### config.mk
export PLATFORM = sky130hd
export DESIGN_NAME = rtcpit_top
export DESIGN_NICKNAME = d
export VERILOG_FILES = /design/src/design/rtcpit_pkg.sv /design/src/design/rtcpit_timer.sv /design/src/design/rtcpit_top.sv
export VERILOG_INCLUDE_DIRS = /design/src /design/src/design
export SDC_FILE = /design/constraint.sdc
export NUM_CORES = 1
export LEC_CHECK = 0
export BUFFER_PORTS_ARGS = -buffer_cell sky130_fd_sc_hd__buf_4
export CAP_MARGIN = 40
export CORE_UTILIZATION = 57
export CTS_CLUSTER_SIZE = 12
export DETAILED_ROUTE_END_ITERATION = 16
export PLACE_DENSITY = 0.86
export SLEW_MARGIN = 20
export SYNTH_ARGS = -nofsm -noshare
export SYNTH_HDL_FRONTEND = slang
export SYNTH_SLANG_ARGS = --single-unit
export TNS_END_PERCENT = 1
### constraint.sdc
create_clock -name hclk -period 8.6 [get_ports hclk]
set_clock_uncertainty 0.05 [all_clocks]
set_input_delay 0.86 -clock hclk [delete_from_list [all_inputs] [get_ports hclk]]
set_output_delay 0.86 -clock hclk [all_outputs]
set_load 0.05 [all_outputs]
### src/design/rtcpit_regs.svh
// Register map, field positions, reset values and timing counts of the RTC compare and PIT block.
`ifndef RTCPIT_REGS_SVH
`define RTCPIT_REGS_SVH

// =============================================================
// Register indices; byte address is four times the index.
`define RTCPIT_IDX_RTC_FLAG 8'h03
`define RTCPIT_IDX_CMP_LO 8'h0c
`define RTCPIT_IDX_CMP_HI 8'h0d
`define RTCPIT_IDX_PIT_CTRL 8'h10
`define RTCPIT_IDX_PIT_STAT 8'h11
`define RTCPIT_IDX_PIT_IEN 8'h12
`define RTCPIT_IDX_PIT_FLAG 8'h13
`define RTCPIT_IDX_PIT_DBG 8'h15

// =============================================================
// Field positions.
`define RTCPIT_CTRL_EN_BIT 0
`define RTCPIT_CTRL_PER_LSB 3
`define RTCPIT_CTRL_PER_MSB 6
`define RTCPIT_STAT_BUSY_BIT 0
`define RTCPIT_IEN_BIT 0
`define RTCPIT_PFLAG_BIT 0
`define RTCPIT_DBG_RUN_BIT 0
`define RTCPIT_CMP_FLAG_BIT 1

// =============================================================
// Reset values.
`define RTCPIT_RST_CMP 16'h0000
`define RTCPIT_RST_BYTE 8'h00

// =============================================================
// Interval codes and timing counts.
`define RTCPIT_PER_OFF 4'h0
`define RTCPIT_PER_RSVD 4'hf
`define RTCPIT_SYNC_TICKS 2'h2

`endif

### src/design/rtcpit_pkg.sv
// Types shared by the RTC compare and PIT block.
`default_nettype none
package rtcpit_pkg;

    // =============================================================
    // Control synchroniser states.
    typedef enum logic [0:0] {
        RTCPIT_SYNC_IDLE = 1'b0,
        RTCPIT_SYNC_BUSY = 1'b1
    } rtcpit_sync_type;

    // Interval selector code.
    typedef logic [3:0] rtcpit_period_type;

endpackage : rtcpit_pkg
`default_nettype wire

### src/design/rtcpit_timer.sv
// Periodic interval counter that raises one event pulse per selected interval.
`default_nettype none
`include "rtcpit_regs.svh"

module rtcpit_timer
    import rtcpit_pkg::*;
(
    // Clock and reset
    input wire logic hclk,
    input wire logic hresetn,
    input wire logic ce,
    // Timing and control
    input wire logic rtc_tick,
    input wire logic run,
    input wire logic enable,
    input wire rtcpit_period_type period,
    // Event
    output logic event_q
);

    // =============================================================
    // Interval decode.
    logic [14:0] count_q;
    logic [14:0] count_d;
    logic [14:0] last_count;
    rtcpit_period_type period_q;
    logic active;
    logic restart;
    logic wrap;

    // Intervals double from 4 cycles; off and reserved codes stop the timer.
    assign active = enable && (period != `RTCPIT_PER_OFF) && (period != `RTCPIT_PER_RSVD);
    assign last_count = 15'((32'h1 << (32'(period) + 32'h1)) - 32'h1);
    assign restart = !active || (period != period_q);
    assign wrap = rtc_tick && run && (count_q == last_count);
    assign count_d = restart ? 15'h0000 : (wrap ? 15'h0000 : count_q + 15'h0001);

    // Count RTC ticks only while running and not halted by debug.
    always_ff @(posedge hclk or negedge hresetn) begin
        if (!hresetn) begin
            count_q <= 15'h0000;
            period_q <= `RTCPIT_PER_OFF;
            event_q <= 1'b0;
        end else if (ce) begin
            period_q <= period;
            if (restart || (rtc_tick && run)) begin
                count_q <= count_d;
            end
            event_q <= wrap && !restart;
        end
    end

endmodule : rtcpit_timer
`default_nettype wire

### src/design/rtcpit_top.sv
// AHB-Lite register slave with RTC compare match and periodic interrupt timer.
//
// The implementer's own choice: the AHB-Lite register port.
`default_nettype none
`include "rtcpit_regs.svh"

// Contract
// - The 16-bit compare value is held as a low byte register and a high byte register next above it.
// - Bits 6:3 of the timer control register choose the spacing of periodic events in RTC cycles.
// - Interval code 0 gives no event, codes 1 to 14 give 2^(code+1) cycles, and code 15 is reserved.
// - Bit 0 of the timer control register switches the periodic timer on and off.
// - The busy status bit stays 1 while a control write is still being carried into the RTC domain.
// - Bit 0 of the periodic interrupt enable register lets the periodic interrupt through or blocks it.
// - Each periodic event sets bit 0 of the periodic flag register.
// - Writing 1 to the periodic flag clears it and writing 0 leaves it alone.
// - With debug run clear the timer stops and ignores events while the processor is halted.
// - With debug run set the timer keeps running while the processor is halted.
// - The compare match flag is set on an RTC tick when the counter equals the compare value, unless halted with debug run clear.
// - Writing 1 to the compare match flag clears it.
module rtcpit_top
    import rtcpit_pkg::*;
(
    // Clock, reset and clock enable
    input wire logic hclk,
    input wire logic hresetn,
    input wire logic ce,
    // AHB-Lite slave
    input wire logic hsel,
    input wire logic [31:0] haddr,
    input wire logic [1:0] htrans,
    input wire logic hwrite,
    input wire logic [2:0] hsize,
    input wire logic [31:0] hwdata,
    input wire logic hready,
    output logic [31:0] hrdata,
    output logic hreadyout,
    output logic hresp,
    // RTC timing and debug
    input wire logic rtc_tick,
    input wire logic [15:0] counter_value,
    input wire logic debug_halt,
    // Event outputs
    output logic periodic_irq_req,
    output logic compare_match
);

    // =============================================================
    // Byte addresses of the registers.
    localparam logic [9:0] ADDR_RTC_FLAG = {`RTCPIT_IDX_RTC_FLAG, 2'b00};
    localparam logic [9:0] ADDR_CMP_LO = {`RTCPIT_IDX_CMP_LO, 2'b00};
    localparam logic [9:0] ADDR_CMP_HI = {`RTCPIT_IDX_CMP_HI, 2'b00};
    localparam logic [9:0] ADDR_PIT_CTRL = {`RTCPIT_IDX_PIT_CTRL, 2'b00};
    localparam logic [9:0] ADDR_PIT_STAT = {`RTCPIT_IDX_PIT_STAT, 2'b00};
    localparam logic [9:0] ADDR_PIT_IEN = {`RTCPIT_IDX_PIT_IEN, 2'b00};
    localparam logic [9:0] ADDR_PIT_FLAG = {`RTCPIT_IDX_PIT_FLAG, 2'b00};
    localparam logic [9:0] ADDR_PIT_DBG = {`RTCPIT_IDX_PIT_DBG, 2'b00};

    // =============================================================
    // Bus phase state.
    logic wr_pend_q;
    logic rd_pend_q;
    logic [9:0] addr_q;
    logic [31:0] hrdata_q;
    logic hreadyout_q;

    // Register state.
    logic [15:0] compare_value_q;
    logic [7:0] periodic_timer_control_q;
    logic periodic_irq_enable_q;
    logic periodic_irq_flag_q;
    logic debug_run_enable_q;
    logic compare_flag_q;
    logic periodic_irq_req_q;
    logic compare_match_q;

    // Control as seen by the RTC side after synchronisation.
    logic periodic_timer_enable_q;
    rtcpit_period_type period_q;
    rtcpit_sync_type sync_state_q;
    logic [1:0] sync_cnt_q;

    // =============================================================
    // Address phase decode.
    logic addr_valid;
    logic wr_go;
    logic [9:0] haddr_word;
    logic [7:0] wbyte;

    assign addr_valid = hsel && htrans[1] && hready;
    assign wr_go = wr_pend_q;
    assign haddr_word = {haddr[9:2], 2'b00};
    assign wbyte = hwdata[7:0];

    // Data phase write strobes, one per writable register.
    logic we_cmp_lo;
    logic we_cmp_hi;
    logic we_ctrl;
    logic we_ien;
    logic we_pflag;
    logic we_dbg;
    logic we_cflag;

    assign we_cmp_lo = wr_go && (addr_q == ADDR_CMP_LO);
    assign we_cmp_hi = wr_go && (addr_q == ADDR_CMP_HI);
    assign we_ctrl = wr_go && (addr_q == ADDR_PIT_CTRL);
    assign we_ien = wr_go && (addr_q == ADDR_PIT_IEN);
    assign we_pflag = wr_go && (addr_q == ADDR_PIT_FLAG);
    assign we_dbg = wr_go && (addr_q == ADDR_PIT_DBG);
    assign we_cflag = wr_go && (addr_q == ADDR_RTC_FLAG);

    // =============================================================
    // Read data selection; unmapped addresses and reserved bits read as zero.
    logic sync_busy;
    logic [31:0] rdata_mux;

    assign sync_busy = (sync_state_q == RTCPIT_SYNC_BUSY);

    assign rdata_mux =
        (addr_q == ADDR_CMP_LO) ? {24'h000000, compare_value_q[7:0]} :
        (addr_q == ADDR_CMP_HI) ? {24'h000000, compare_value_q[15:8]} :
        (addr_q == ADDR_PIT_CTRL) ? {24'h000000, periodic_timer_control_q} :
        (addr_q == ADDR_PIT_STAT) ? {31'h0, sync_busy} :
        (addr_q == ADDR_PIT_IEN) ? {31'h0, periodic_irq_enable_q} :
        (addr_q == ADDR_PIT_FLAG) ? {31'h0, periodic_irq_flag_q} :
        (addr_q == ADDR_PIT_DBG) ? {31'h0, debug_run_enable_q} :
        (addr_q == ADDR_RTC_FLAG) ? {30'h0, compare_flag_q, 1'b0} :
        32'h00000000;

    // Capture the address phase; reads take one wait state so writes land first.
    always_ff @(posedge hclk or negedge hresetn) begin
        if (!hresetn) begin
            wr_pend_q <= 1'b0;
            rd_pend_q <= 1'b0;
            addr_q <= 10'h000;
            hreadyout_q <= 1'b1;
        end else if (ce) begin
            wr_pend_q <= addr_valid && hwrite;
            rd_pend_q <= addr_valid && !hwrite;
            hreadyout_q <= !(addr_valid && !hwrite);
            if (addr_valid) begin
                addr_q <= haddr_word;
            end
        end
    end

    // Load read data at the end of the wait state.
    always_ff @(posedge hclk or negedge hresetn) begin
        if (!hresetn) begin
            hrdata_q <= 32'h00000000;
        end else if (ce && rd_pend_q) begin
            hrdata_q <= rdata_mux;
        end
    end

    // =============================================================
    // Software-written registers.
    always_ff @(posedge hclk or negedge hresetn) begin
        if (!hresetn) begin
            compare_value_q <= `RTCPIT_RST_CMP;
            periodic_timer_control_q <= `RTCPIT_RST_BYTE;
            periodic_irq_enable_q <= 1'b0;
            debug_run_enable_q <= 1'b0;
        end else if (ce) begin
            if (we_cmp_lo) begin
                compare_value_q[7:0] <= wbyte;
            end
            if (we_cmp_hi) begin
                compare_value_q[15:8] <= wbyte;
            end
            if (we_ctrl) begin
                periodic_timer_control_q <= {1'b0, wbyte[6:3], 2'b00, wbyte[0]};
            end
            if (we_ien) begin
                periodic_irq_enable_q <= wbyte[`RTCPIT_IEN_BIT];
            end
            if (we_dbg) begin
                debug_run_enable_q <= wbyte[`RTCPIT_DBG_RUN_BIT];
            end
        end
    end

    // =============================================================
    // Control synchroniser: a write is applied after two RTC ticks.
    rtcpit_sync_type sync_state_d;
    logic sync_done;

    assign sync_done = sync_busy && rtc_tick && (sync_cnt_q == `RTCPIT_SYNC_TICKS - 2'h1);

    always_comb begin
        sync_state_d = sync_state_q;
        case (sync_state_q)
            RTCPIT_SYNC_IDLE: begin
                if (we_ctrl) begin
                    sync_state_d = RTCPIT_SYNC_BUSY;
                end
            end
            RTCPIT_SYNC_BUSY: begin
                if (sync_done && !we_ctrl) begin
                    sync_state_d = RTCPIT_SYNC_IDLE;
                end
            end
            default: begin
                sync_state_d = RTCPIT_SYNC_IDLE;
            end
        endcase
    end

    // Busy holds until the latest control value reaches the timer.
    always_ff @(posedge hclk or negedge hresetn) begin
        if (!hresetn) begin
            sync_state_q <= RTCPIT_SYNC_IDLE;
            sync_cnt_q <= 2'h0;
            periodic_timer_enable_q <= 1'b0;
            period_q <= `RTCPIT_PER_OFF;
        end else if (ce) begin
            sync_state_q <= sync_state_d;
            if (we_ctrl || !sync_busy) begin
                sync_cnt_q <= 2'h0;
            end else if (rtc_tick) begin
                sync_cnt_q <= sync_cnt_q + 2'h1;
            end
            if (sync_done && !we_ctrl) begin
                periodic_timer_enable_q <= periodic_timer_control_q[`RTCPIT_CTRL_EN_BIT];
                period_q <= periodic_timer_control_q[`RTCPIT_CTRL_PER_MSB:`RTCPIT_CTRL_PER_LSB];
            end
        end
    end

    // =============================================================
    // Periodic timer.
    logic timer_run;
    logic pit_event;

    // Halted in debug only when debug run is clear.
    assign timer_run = !debug_halt || debug_run_enable_q;

    rtcpit_timer u_timer (
        .hclk(hclk),
        .hresetn(hresetn),
        .ce(ce),
        .rtc_tick(rtc_tick),
        .run(timer_run),
        .enable(periodic_timer_enable_q),
        .period(period_q),
        .event_q(pit_event)
    );

    // =============================================================
    // Event flags; a new event wins over a clear in the same cycle.
    logic cmp_hit;

    assign cmp_hit = rtc_tick && timer_run && (counter_value == compare_value_q);

    always_ff @(posedge hclk or negedge hresetn) begin
        if (!hresetn) begin
            periodic_irq_flag_q <= 1'b0;
            compare_flag_q <= 1'b0;
        end else if (ce) begin
            if (pit_event) begin
                periodic_irq_flag_q <= 1'b1;
            end else if (we_pflag && wbyte[`RTCPIT_PFLAG_BIT]) begin
                periodic_irq_flag_q <= 1'b0;
            end
            if (cmp_hit) begin
                compare_flag_q <= 1'b1;
            end else if (we_cflag && wbyte[`RTCPIT_CMP_FLAG_BIT]) begin
                compare_flag_q <= 1'b0;
            end
        end
    end

    // Registered request and match outputs.
    always_ff @(posedge hclk or negedge hresetn) begin
        if (!hresetn) begin
            periodic_irq_req_q <= 1'b0;
            compare_match_q <= 1'b0;
        end else if (ce) begin
            periodic_irq_req_q <= periodic_irq_flag_q && periodic_irq_enable_q;
            compare_match_q <= compare_flag_q;
        end
    end

    // =============================================================
    // Outputs.
    assign hrdata = hrdata_q;
    assign hreadyout = hreadyout_q;
    assign hresp = 1'b0; // Always OKAY.
    assign periodic_irq_req = periodic_irq_req_q;
    assign compare_match = compare_match_q;

endmodule : rtcpit_top
`default_nettype wire

==> impl_metrics.ini, run 1 <==
[logic_synthesis]
synth-seq-area-share = 0.410
synth-edff-count = 0
yosysUniqueCellTypes = 72
async_reset_ff_frac = 1.00
syn_area_um2 = 4520
netlist_instances = 455
synth_area_per_cell_um2 = 9.94
yosys_warnings = 0
ys_seq_elements = 74
synth_ff_type = dfrtp_1

[timing]
rsz0062_at_grt = false
timing.final.crit_period_ns = 3.59
max_freq_ghz = 0.279
period_share = 0.417
drv_slew = 0
setup_viol = 0
slew_headroom = 0.476
tightest_slew_ns = 0.787
finalHoldViolCount = 0
finalSetupTns_ns = 0

[floorplanning]
fp.dieW_um = 91.1
die_y_um = 91.1
start_util = 0.589
core_um2 = 7690
rows = 32
die_area_um2 = 8300
ios = 129

[pwr]
max-vdd-ir-drop_uv = 146
finalPower_uw = 793
leakage_uw = 0.00231
power.density_nw_per_um2 = 156

[clocking]
root_buffer = clkbuf_8
path_clk_slew_ns = 0.08
clk_path_buf_depth = 2
cts_resized = 0
clock_sinks = 74
clock_latency_ns = 0.35
cts_buffers = 9
cts_tree = yes
post_cts_buffers = 0
cts_htree_levels = 3
ctsHoldBuffers = 0

[cells_and_area]
diodes = 0
drive_above_1_share = 0.258
final_cell_area_um2 = 5070
fill_cells = 582
stdcell_count = 598
nNetsFinal = 587
syn2layout_area_growth_pct = 12.1

[place]
place.gp.congestion = 0.848
io_buffers = 51
placed_cells = 581
dp_hpwl_mm = 7.24
placed_area_um2 = 4830

[run_status]
status = finished clean

[critical_path]
cp-start-kind = register
crit_type = reg -> reg
cp.arrival_ns = 3.78
critPathMaxFanout = 19
cp.required_ns = 8.80
critical_path.endpoint_type = register

[detailed_routing]
dr_wl_met3_um = 642
drt_pre_antenna_iters = 7
drt-met1-wl_mm = 4.10
vias_per_cell = 6.14
routed.top_layer = met4
wl_met2_mm = 5.37
vias = 3669
drc_errors = 0
wl_mm = 10.3
wl_per_cell_um = 17.3
first_iter_violations = 284
postRouteAntennaNets = 0

[grt]
grt_max_degree = 39
grt_first_pass_wirelength_mm = 17.0
track_usage = 0.260
antenna_found_initial = 0
overflow = 0
grt_pass1_vias = 3524

[min_path]
hp-class = in -> async

[job]
maxCapViolations = 0
## stage by stage
| stage | hold slack, ns | util | worst slack [ns] |
|---|---|---|---|
| floorplan | 0.406 | - | 5.76 |
| global placement | 0.420 | 0.625 | 5.17 |
| detailed placement | 0.435 | 0.628 | 5.10 |
| CTS | 0.428 | 0.658 | 5.07 |
| global route | 0.446 | 0.660 | 4.84 |
| finish | 0.409 | 0.660 | 5.01 |
## cells in the final DEF (no fill, tap or decap), types with 8 or more instances in the layout
cell,n
buf_4,51
nand2_1,32
dfrtp_1,73
nand2b_1,9
clkbuf_8,11
nor2_1,21
mux2_2,42
a21oi_1,8
nand4_1,13
nor3_1,8
conb_1,26
xnor2_1,22
inv_1,16
nand3_1,17
o21ai_0,22
## where the power goes
group	switching (µW)	leakage, µW	internal, µW	total [µW]
Clock	130	0.000117	179	309
Combinational	66.7	0.00119	36.7	103
Sequential	18.3	0.00100	362	380
## cells in the mapped netlist, drive strengths merged (3+ instances only)
| master | n | area share |
|---|---|---|
| nor4b | 6 | 0.016 |
| a22o | 6 | 0.012 |
| mux2i | 3 | 0.0066 |
| a21o | 4 | 0.0066 |
| mux2 | 42 | 0.10 |
| nor2 | 23 | 0.020 |
| nor3 | 12 | 0.020 |
| a41o | 4 | 0.0088 |
| a211o | 3 | 0.0058 |
| o31ai | 6 | 0.010 |
| xor2 | 5 | 0.0097 |
| o21ai | 23 | 0.025 |
| ha | 3 | 0.0083 |
| a31oi | 3 | 0.0041 |
| o22ai | 5 | 0.0069 |
| nor4 | 5 | 0.0069 |
| and3 | 7 | 0.0097 |
| nand2 | 32 | 0.027 |
| xnor2 | 22 | 0.043 |
| nand3 | 18 | 0.021 |
| clkbuf | 15 | 0.013 |
| dfrtp | 73 | 0.40 |
| nand2b | 9 | 0.012 |
| a222oi | 5 | 0.011 |
| nand4 | 13 | 0.018 |
| nor2b | 6 | 0.0083 |
| inv | 16 | 0.013 |
| buf | 37 | 0.057 |
| a21oi | 8 | 0.0088 |
## state kept, by name, indices dropped and copies added, names as in the netlist
signal,cells
addr_q,8
compare_flag_q,1
compare_match,1
compare_value_q,16
debug_run_enable_q,1
hrdata,8
hreadyout,1
period_q,4
periodic_irq_enable_q,1
periodic_irq_flag_q,1
periodic_irq_req,1
periodic_timer_control_q,5
periodic_timer_enable_q,1
rd_pend_q,1
sync_busy,1
sync_cnt_q,2
u_timer.count_q,15
u_timer.event_q,1
u_timer.period_q,4
wr_go,1
## worst paths after layout
path                                   from             endpoint  slack, ns  cells after the start
worst max-delay path            period_q[1]  u_timer.count_q[14]       5.01                     10
worst min register to register    hrdata[3]            hrdata[3]       0.45                      2
worst max register to register  period_q[1]  u_timer.count_q[14]       5.01                     10
min in group hclk                 hrdata[3]            hrdata[3]       0.45                      2
worst min-delay path                hresetn   u_timer.count_q[4]       0.41                      1
max in group asynchronous           hresetn   compare_value_q[0]       7.52                      2
## final cells by class
class	instances	area (µm²)	area share
inverters	16	60.1	0.0118
clock buffers	12	155	0.0306
multi-input cells	337	2380	0.470
well taps	102	128	0.0252
clock inverters	4	73.8	0.0146
flip-flops and latches	74	1850	0.365
repair buffers	53	418	0.0824
## layer usage
layer  global-route usage  vias to the layer above
met3               0.0410                       25
li1                     -                     1682
met5                    0                        -
met1                0.323                     1786
met2                0.450                      176
met4                0.108                        0
## worst max-delay path, cell delays in order, from the launching register on
cell	delay, ns
dfrtp_1	0.65
nor2_1	0.41
nand2_1	0.09
ha_1	0.33
or3b_2	0.49
o221ai_1	0.21
xnor2_1	0.20
nand4_1	0.19
nor3_4	0.42
o21ai_0	0.18
a22o_1	0.26
## logic make-up (layout without fill, tap and decap cells)
kind of cell    Yosys count  in the layout  synth area share
compound gates           90             90             0.147
xor+xnor                 27             27            0.0523
fa+ha+maj                 3              3           0.00830
buf+inv                  68             85            0.0832
flops                    74             74             0.410
mux                      45             45             0.111
other cells               2             26           0.00166
simple gates            146            146             0.186
Power figures use the tool's default switching activity.
==> inputs of run 2 (changes only) <==
--- a/config.mk
+++ b/config.mk
@@ -8,10 +8,10 @@
 export LEC_CHECK = 0
 export BUFFER_PORTS_ARGS = -buffer_cell sky130_fd_sc_hd__buf_4
 export CAP_MARGIN = 40
-export CORE_UTILIZATION = 57
+export CORE_UTILIZATION = 48
 export CTS_CLUSTER_SIZE = 12
 export DETAILED_ROUTE_END_ITERATION = 16
-export PLACE_DENSITY = 0.86
+export PLACE_DENSITY = 0.78
 export SLEW_MARGIN = 20
 export SYNTH_ARGS = -nofsm -noshare
 export SYNTH_HDL_FRONTEND = slang
==> constraint.sdc (replaced) <==
create_clock -name hclk -period 3 [get_ports hclk]
set_clock_uncertainty 0.05 [all_clocks]
set_input_delay 0.3 -clock hclk [delete_from_list [all_inputs] [get_ports hclk]]
set_output_delay 0.3 -clock hclk [all_outputs]
set_load 0.05 [all_outputs]
==> impl_metrics.ini, run 2 (synthesis results as in run 1) <==
[critical_path]
r2r_slack_ns = 0.28
critical_path.endpoint_type = register
cp.arrival_ns = 2.93
critPathMaxFanout = 8
cp.required_ns = 3.20
cp-start-kind = register
reg2reg_to = u_timer.count_q[14]
rr_worst_depth = 10
r2r_start = period_q[0]
crit_type = reg -> reg

[clocking]
clock_sinks = 74
clk_path_buf_depth = 2
cts_tree = yes
cts_resized = 0
ctsHoldBuffers = 1
clock_latency_ns = 0.35
path_clk_slew_ns = 0.09
cts_htree_levels = 3
post_cts_buffers = 0
cts_buffers = 9
root_buffer = clkbuf_8

[cells_and_area]
final_cell_area_um2 = 5130
diodes = 0
seqCellArea_um2 = 1850
fill_cells = 781
drive_above_1_share = 0.274
largest_reg_flops = 16
final_cell_mix = dfrtp_1 (73), buf_4 (62), mux2_2 (42)
stdcell_count = 618
multi_input_area_um2 = 2380
layout_commonest_cell = dfrtp_1
reg_top3 = compare_value_q (16), u_timer.count_q (15)
nNetsFinal = 598
largest-register = compare_value_q
syn2layout_area_growth_pct = 13.3

[grt]
overflow = 0
track_usage = 0.218
antenna_found_initial = 0
grt_pass1_vias = 3617
grt_first_pass_wirelength_mm = 17.1
grt_max_degree = 52

[min_path]
hp-class = in -> reg
hold_end = rd_pend_q
worstHoldPathCells = 2
min_from = hwrite

[detailed_routing]
vias_per_cell = 5.87
drt_pre_antenna_iters = 5
postRouteAntennaNets = 0
first_iter_violations = 199
wl_per_cell_um = 16.2
drc_errors = 0
wl_mm = 10.0
vias = 3630

[timing]
max_freq_ghz = 0.367
hold_slack_ns = 0.0819
slew_headroom = 0.630
timing.final.crit_period_ns = 2.72
drv_slew = 0
period_share = 0.908
finalHoldViolCount = 0
tightest_slew_ns = 0.553
finalSetupTns_ns = 0
rsz0062_at_grt = false
setup_viol = 0

[pwr]
power.density_nw_per_um2 = 417
leakage_uw = 0.00233
finalPower_uw = 2140
max-vdd-ir-drop_uv = 305

[run_status]
status = finished clean

[floorplanning]
die_area_um2 = 9820
core_um2 = 9200
fp.dieW_um = 99.1
ios = 129
die_y_um = 99.1
rows = 35
start_util = 0.492

[place]
dp_hpwl_mm = 7.19
io_buffers = 51
placed_cells = 601
placed_area_um2 = 4930
place.gp.congestion = 0.874

[job]
maxCapViolations = 0
## run 2: cell count changes in the layout (fill, tap and decap cells not counted), moves of 2 or more
cell | before | now
inv_6 | 0 | 2
clkinvlp_4 | 0 | 3
buf_4 | 51 | 62
bufinv_16 | 2 | 0
## run 2: critical path, cell delays in order, from the launching register on
cell and delay, ns:
dfrtp_1 0.38, nor2_1 0.14, nand2_1 0.07, ha_1 0.19
or3b_2 0.43, o221ai_1 0.20, xnor2_1 0.19, nand4_1 0.19
nor3_4 0.39, o21ai_0 0.16, a22o_1 0.25
## run 2: report_power, final
part | internal (µW) | leakage, µW | total [µW] | switching [µW]
clock | 330 | 0.0000855 | 751 | 421
sequential | 1040 | 0.00100 | 1090 | 50.3
combinational | 110 | 0.00125 | 299 | 188
total | 1480 | 0.00233 | 2140 | 660
## run 2: cell type report
cell class,instances,area share
multi-input cells,337,0.465
clock inverters,6,0.00952
repair buffers,64,0.0981
clock buffers,10,0.0268
flip-flops and latches,74,0.361
well taps,111,0.0271
inverters,16,0.0117
## run 2: per-stage QoR
step                      utilization  setup slack (ns)
after global routing            0.557            0.0728
after CTS                       0.557             0.249
after detailed placement        0.536             0.245
final                           0.557             0.276
after floorplan                     -             0.164
after global placement          0.533             0.284
## run 2: worst max-delay path by stage
stage | slack (ns) | endpoint | from
after floorplan | 0.16 | u_timer.count_q[14] | period_q[2]
after global placement | 0.28 | u_timer.count_q[9] | period_q[0]
after detailed placement | 0.24 | u_timer.count_q[14] | period_q[0]
after CTS | 0.25 | u_timer.count_q[14] | period_q[0]
after global routing | 0.07 | u_timer.count_q[9] | period_q[0]
final | 0.28 | u_timer.count_q[14] | period_q[0]
## run 2: per-layer routing
| layer | track usage | share of wire | vias up | wire length, µm |
|---|---|---|---|---|
| met4 | 0.0724 | 0.017 | 0 | 174 |
| met5 | 0 | 0 | - | 0 |
| met1 | 0.273 | 0.43 | 1772 | 4300 |
| met3 | 0.0383 | 0.049 | 16 | 494 |
| met2 | 0.381 | 0.50 | 138 | 5060 |
| li1 | - | - | 1704 | - |
==> inputs of run 3 (changes only) <==
--- a/config.mk
+++ b/config.mk
@@ -8,6 +8,7 @@
 export LEC_CHECK = 0
 export BUFFER_PORTS_ARGS = -buffer_cell sky130_fd_sc_hd__buf_4
 export CAP_MARGIN = 40
+export CORE_ASPECT_RATIO = 1.5
 export CORE_UTILIZATION = 48
 export CTS_CLUSTER_SIZE = 12
 export DETAILED_ROUTE_END_ITERATION = 16
==> constraint.sdc (replaced) <==
create_clock -name hclk -period 2.31 [get_ports hclk]
set_clock_uncertainty 0.05 [all_clocks]
set_input_delay 0.231 -clock hclk [delete_from_list [all_inputs] [get_ports hclk]]
set_output_delay 0.231 -clock hclk [all_outputs]
set_load 0.05 [all_outputs]
==> impl_metrics.ini, run 3 (synthesis results as in run 1) <==
[clocking]
clock_sinks = 74
cts_htree_levels = 3
clk_path_buf_depth = 2
path_clk_slew_ns = 0.05
cts_tree = yes
cts_buffers = 9
clock_latency_ns = 0.33
root_buffer = clkbuf_16

[critical_path]
cp.required_ns = 2.47
crit_type = reg -> reg
cp.arrival_ns = 2.76
crit_end = u_timer.count_q[2]
startpoint = period_q[2]
cp-start-kind = register
rr_worst_depth = 11
critical_path.endpoint_type = register
reg2reg_to = u_timer.count_q[2]
r2r_start = period_q[2]
critPathMaxFanout = 5
r2r_slack_ns = -0.28

[timing]
period_share = 1.12
finalHoldViolCount = 0
drv_slew = 0
setup_slack_ns = -0.284
slew_headroom = 0.588
max_freq_ghz = 0.385
setup_viol = 16
tightest_slew_ns = 0.618
hold_slack_ns = 0.0385
rsz0062_at_grt = true
timing.final.crit_period_ns = 2.59

[pwr]
max-vdd-ir-drop_uv = 546
leakage_uw = 0.00249
power.density_nw_per_um2 = 579

[grt]
track_usage = 0.237
antenna_found_initial = 0
grt_max_degree = 49
grt_first_pass_wirelength_mm = 17.7
grt_pass1_vias = 3749
overflow = 0

[cells_and_area]
drive_above_1_share = 0.307
nNetsFinal = 614
final_core_util = 0.592
fill_cells = 748
largest-register = compare_value_q
syn2layout_area_growth_pct = 20.4
largest_reg_flops = 16
diodes = 0
final_cell_mix = dfrtp_1 (73), buf_4 (73), mux2_2 (42)
reg_top3 = compare_value_q (16), u_timer.count_q (15)

[floorplanning]
die_area_um2 = 9830
die_y_um = 121
core_um2 = 9200
rows = 43
ios = 129
fp.dieW_um = 81.3
start_util = 0.492

[detailed_routing]
vias = 3708
vias_per_cell = 5.85
postRouteAntennaNets = 0
drc_errors = 0
drt_pre_antenna_iters = 5
first_iter_violations = 296
wl_per_cell_um = 17.0
wl_mm = 10.8

[run_status]
status = finished with violations
violations = negative setup slack

[place]
dp_hpwl_mm = 7.64
place.gp.congestion = 0.966
io_buffers = 51

[min_path]
hp-class = in -> reg

[job]
maxCapViolations = 0
## run 3: changes by cell type in the layout (fill, tap and decap cells not counted), sizes merged
cell and change:
clkinv +1, inv -2, buf +16, clkinvlp -3
bufinv +1, clkbuf +2
## run 3: how the worst min path moves through the flow
stage / start / cells past startpoint / to
6_report: hwrite / 2 / rd_pend_q
5_1_grt: hwrite / 2 / rd_pend_q
4_1_cts: hwrite / 2 / rd_pend_q
3_5_place_dp: hresetn / 1 / addr_q[8]
3_3_place_gp: hresetn / 1 / addr_q[7]
2_1_floorplan: hresetn / 0 / addr_q[2]
## run 3: routing by layer
layer,up-vias,GRT usage,wire (µm)
met5,-,0,0
met4,0,0.109,361
met3,25,0.0361,391
met2,126,0.432,6020
met1,1818,0.261,4030
li1,1739,-,-
## run 3: stage by stage
stage	setup slack (ns)	setup TNS (ns)	instance area, µm²	instances	power [µW]
finish	-0.284	-3.10	5450	634	3160
detailed placement	-0.293	-3.31	5040	613	1820
global route	-0.375	-4.66	5450	634	3270
CTS	-0.233	-2.39	5430	633	3180
global placement	-0.259	-2.80	5040	613	1810
floorplan	0.0385	0	4670	479	1710
## run 3: timing repair
item | CTS | global route
endpoints found under the hold margin | 46 | 0
buffers inserted | 3 | 1
pin swaps | 14 | 3
endpoints found under the setup margin | 16 | 16
resized for setup | 10 | 3
gates cloned | 1 | 0
hold buffers | 1 | 0
## run 3: cell type report
cell class,instances,area [µm²],share of cell area
clock inverter,3,40.0,0.00735
clock buffer,12,246,0.0452
multi-input combinational,337,2450,0.450
timing repair buffer,80,659,0.121
sequential,74,1850,0.340
tap,112,140,0.0257
inverter,16,60.1,0.0110
## run 3: worst max-delay path, stage by stage (launching register included)
cell and delay [ns]:
dfrtp_1 0.40, nor2_2 0.13, nand2_2 0.08, ha_4 0.18, or3b_4 0.38, o221ai_4 0.16
xnor2_2 0.15, o2111ai_2 0.17, nor3_4 0.30, buf_12 0.16, nor4b_1 0.05, a211o_1 0.28
## run 3: report_power, final
group / switching (µW) / leakage, µW / internal (µW)
Clock: 491 / 0.000142 / 855
Sequential: 62.6 / 0.00100 / 1350
Combinational: 250 / 0.00135 / 146
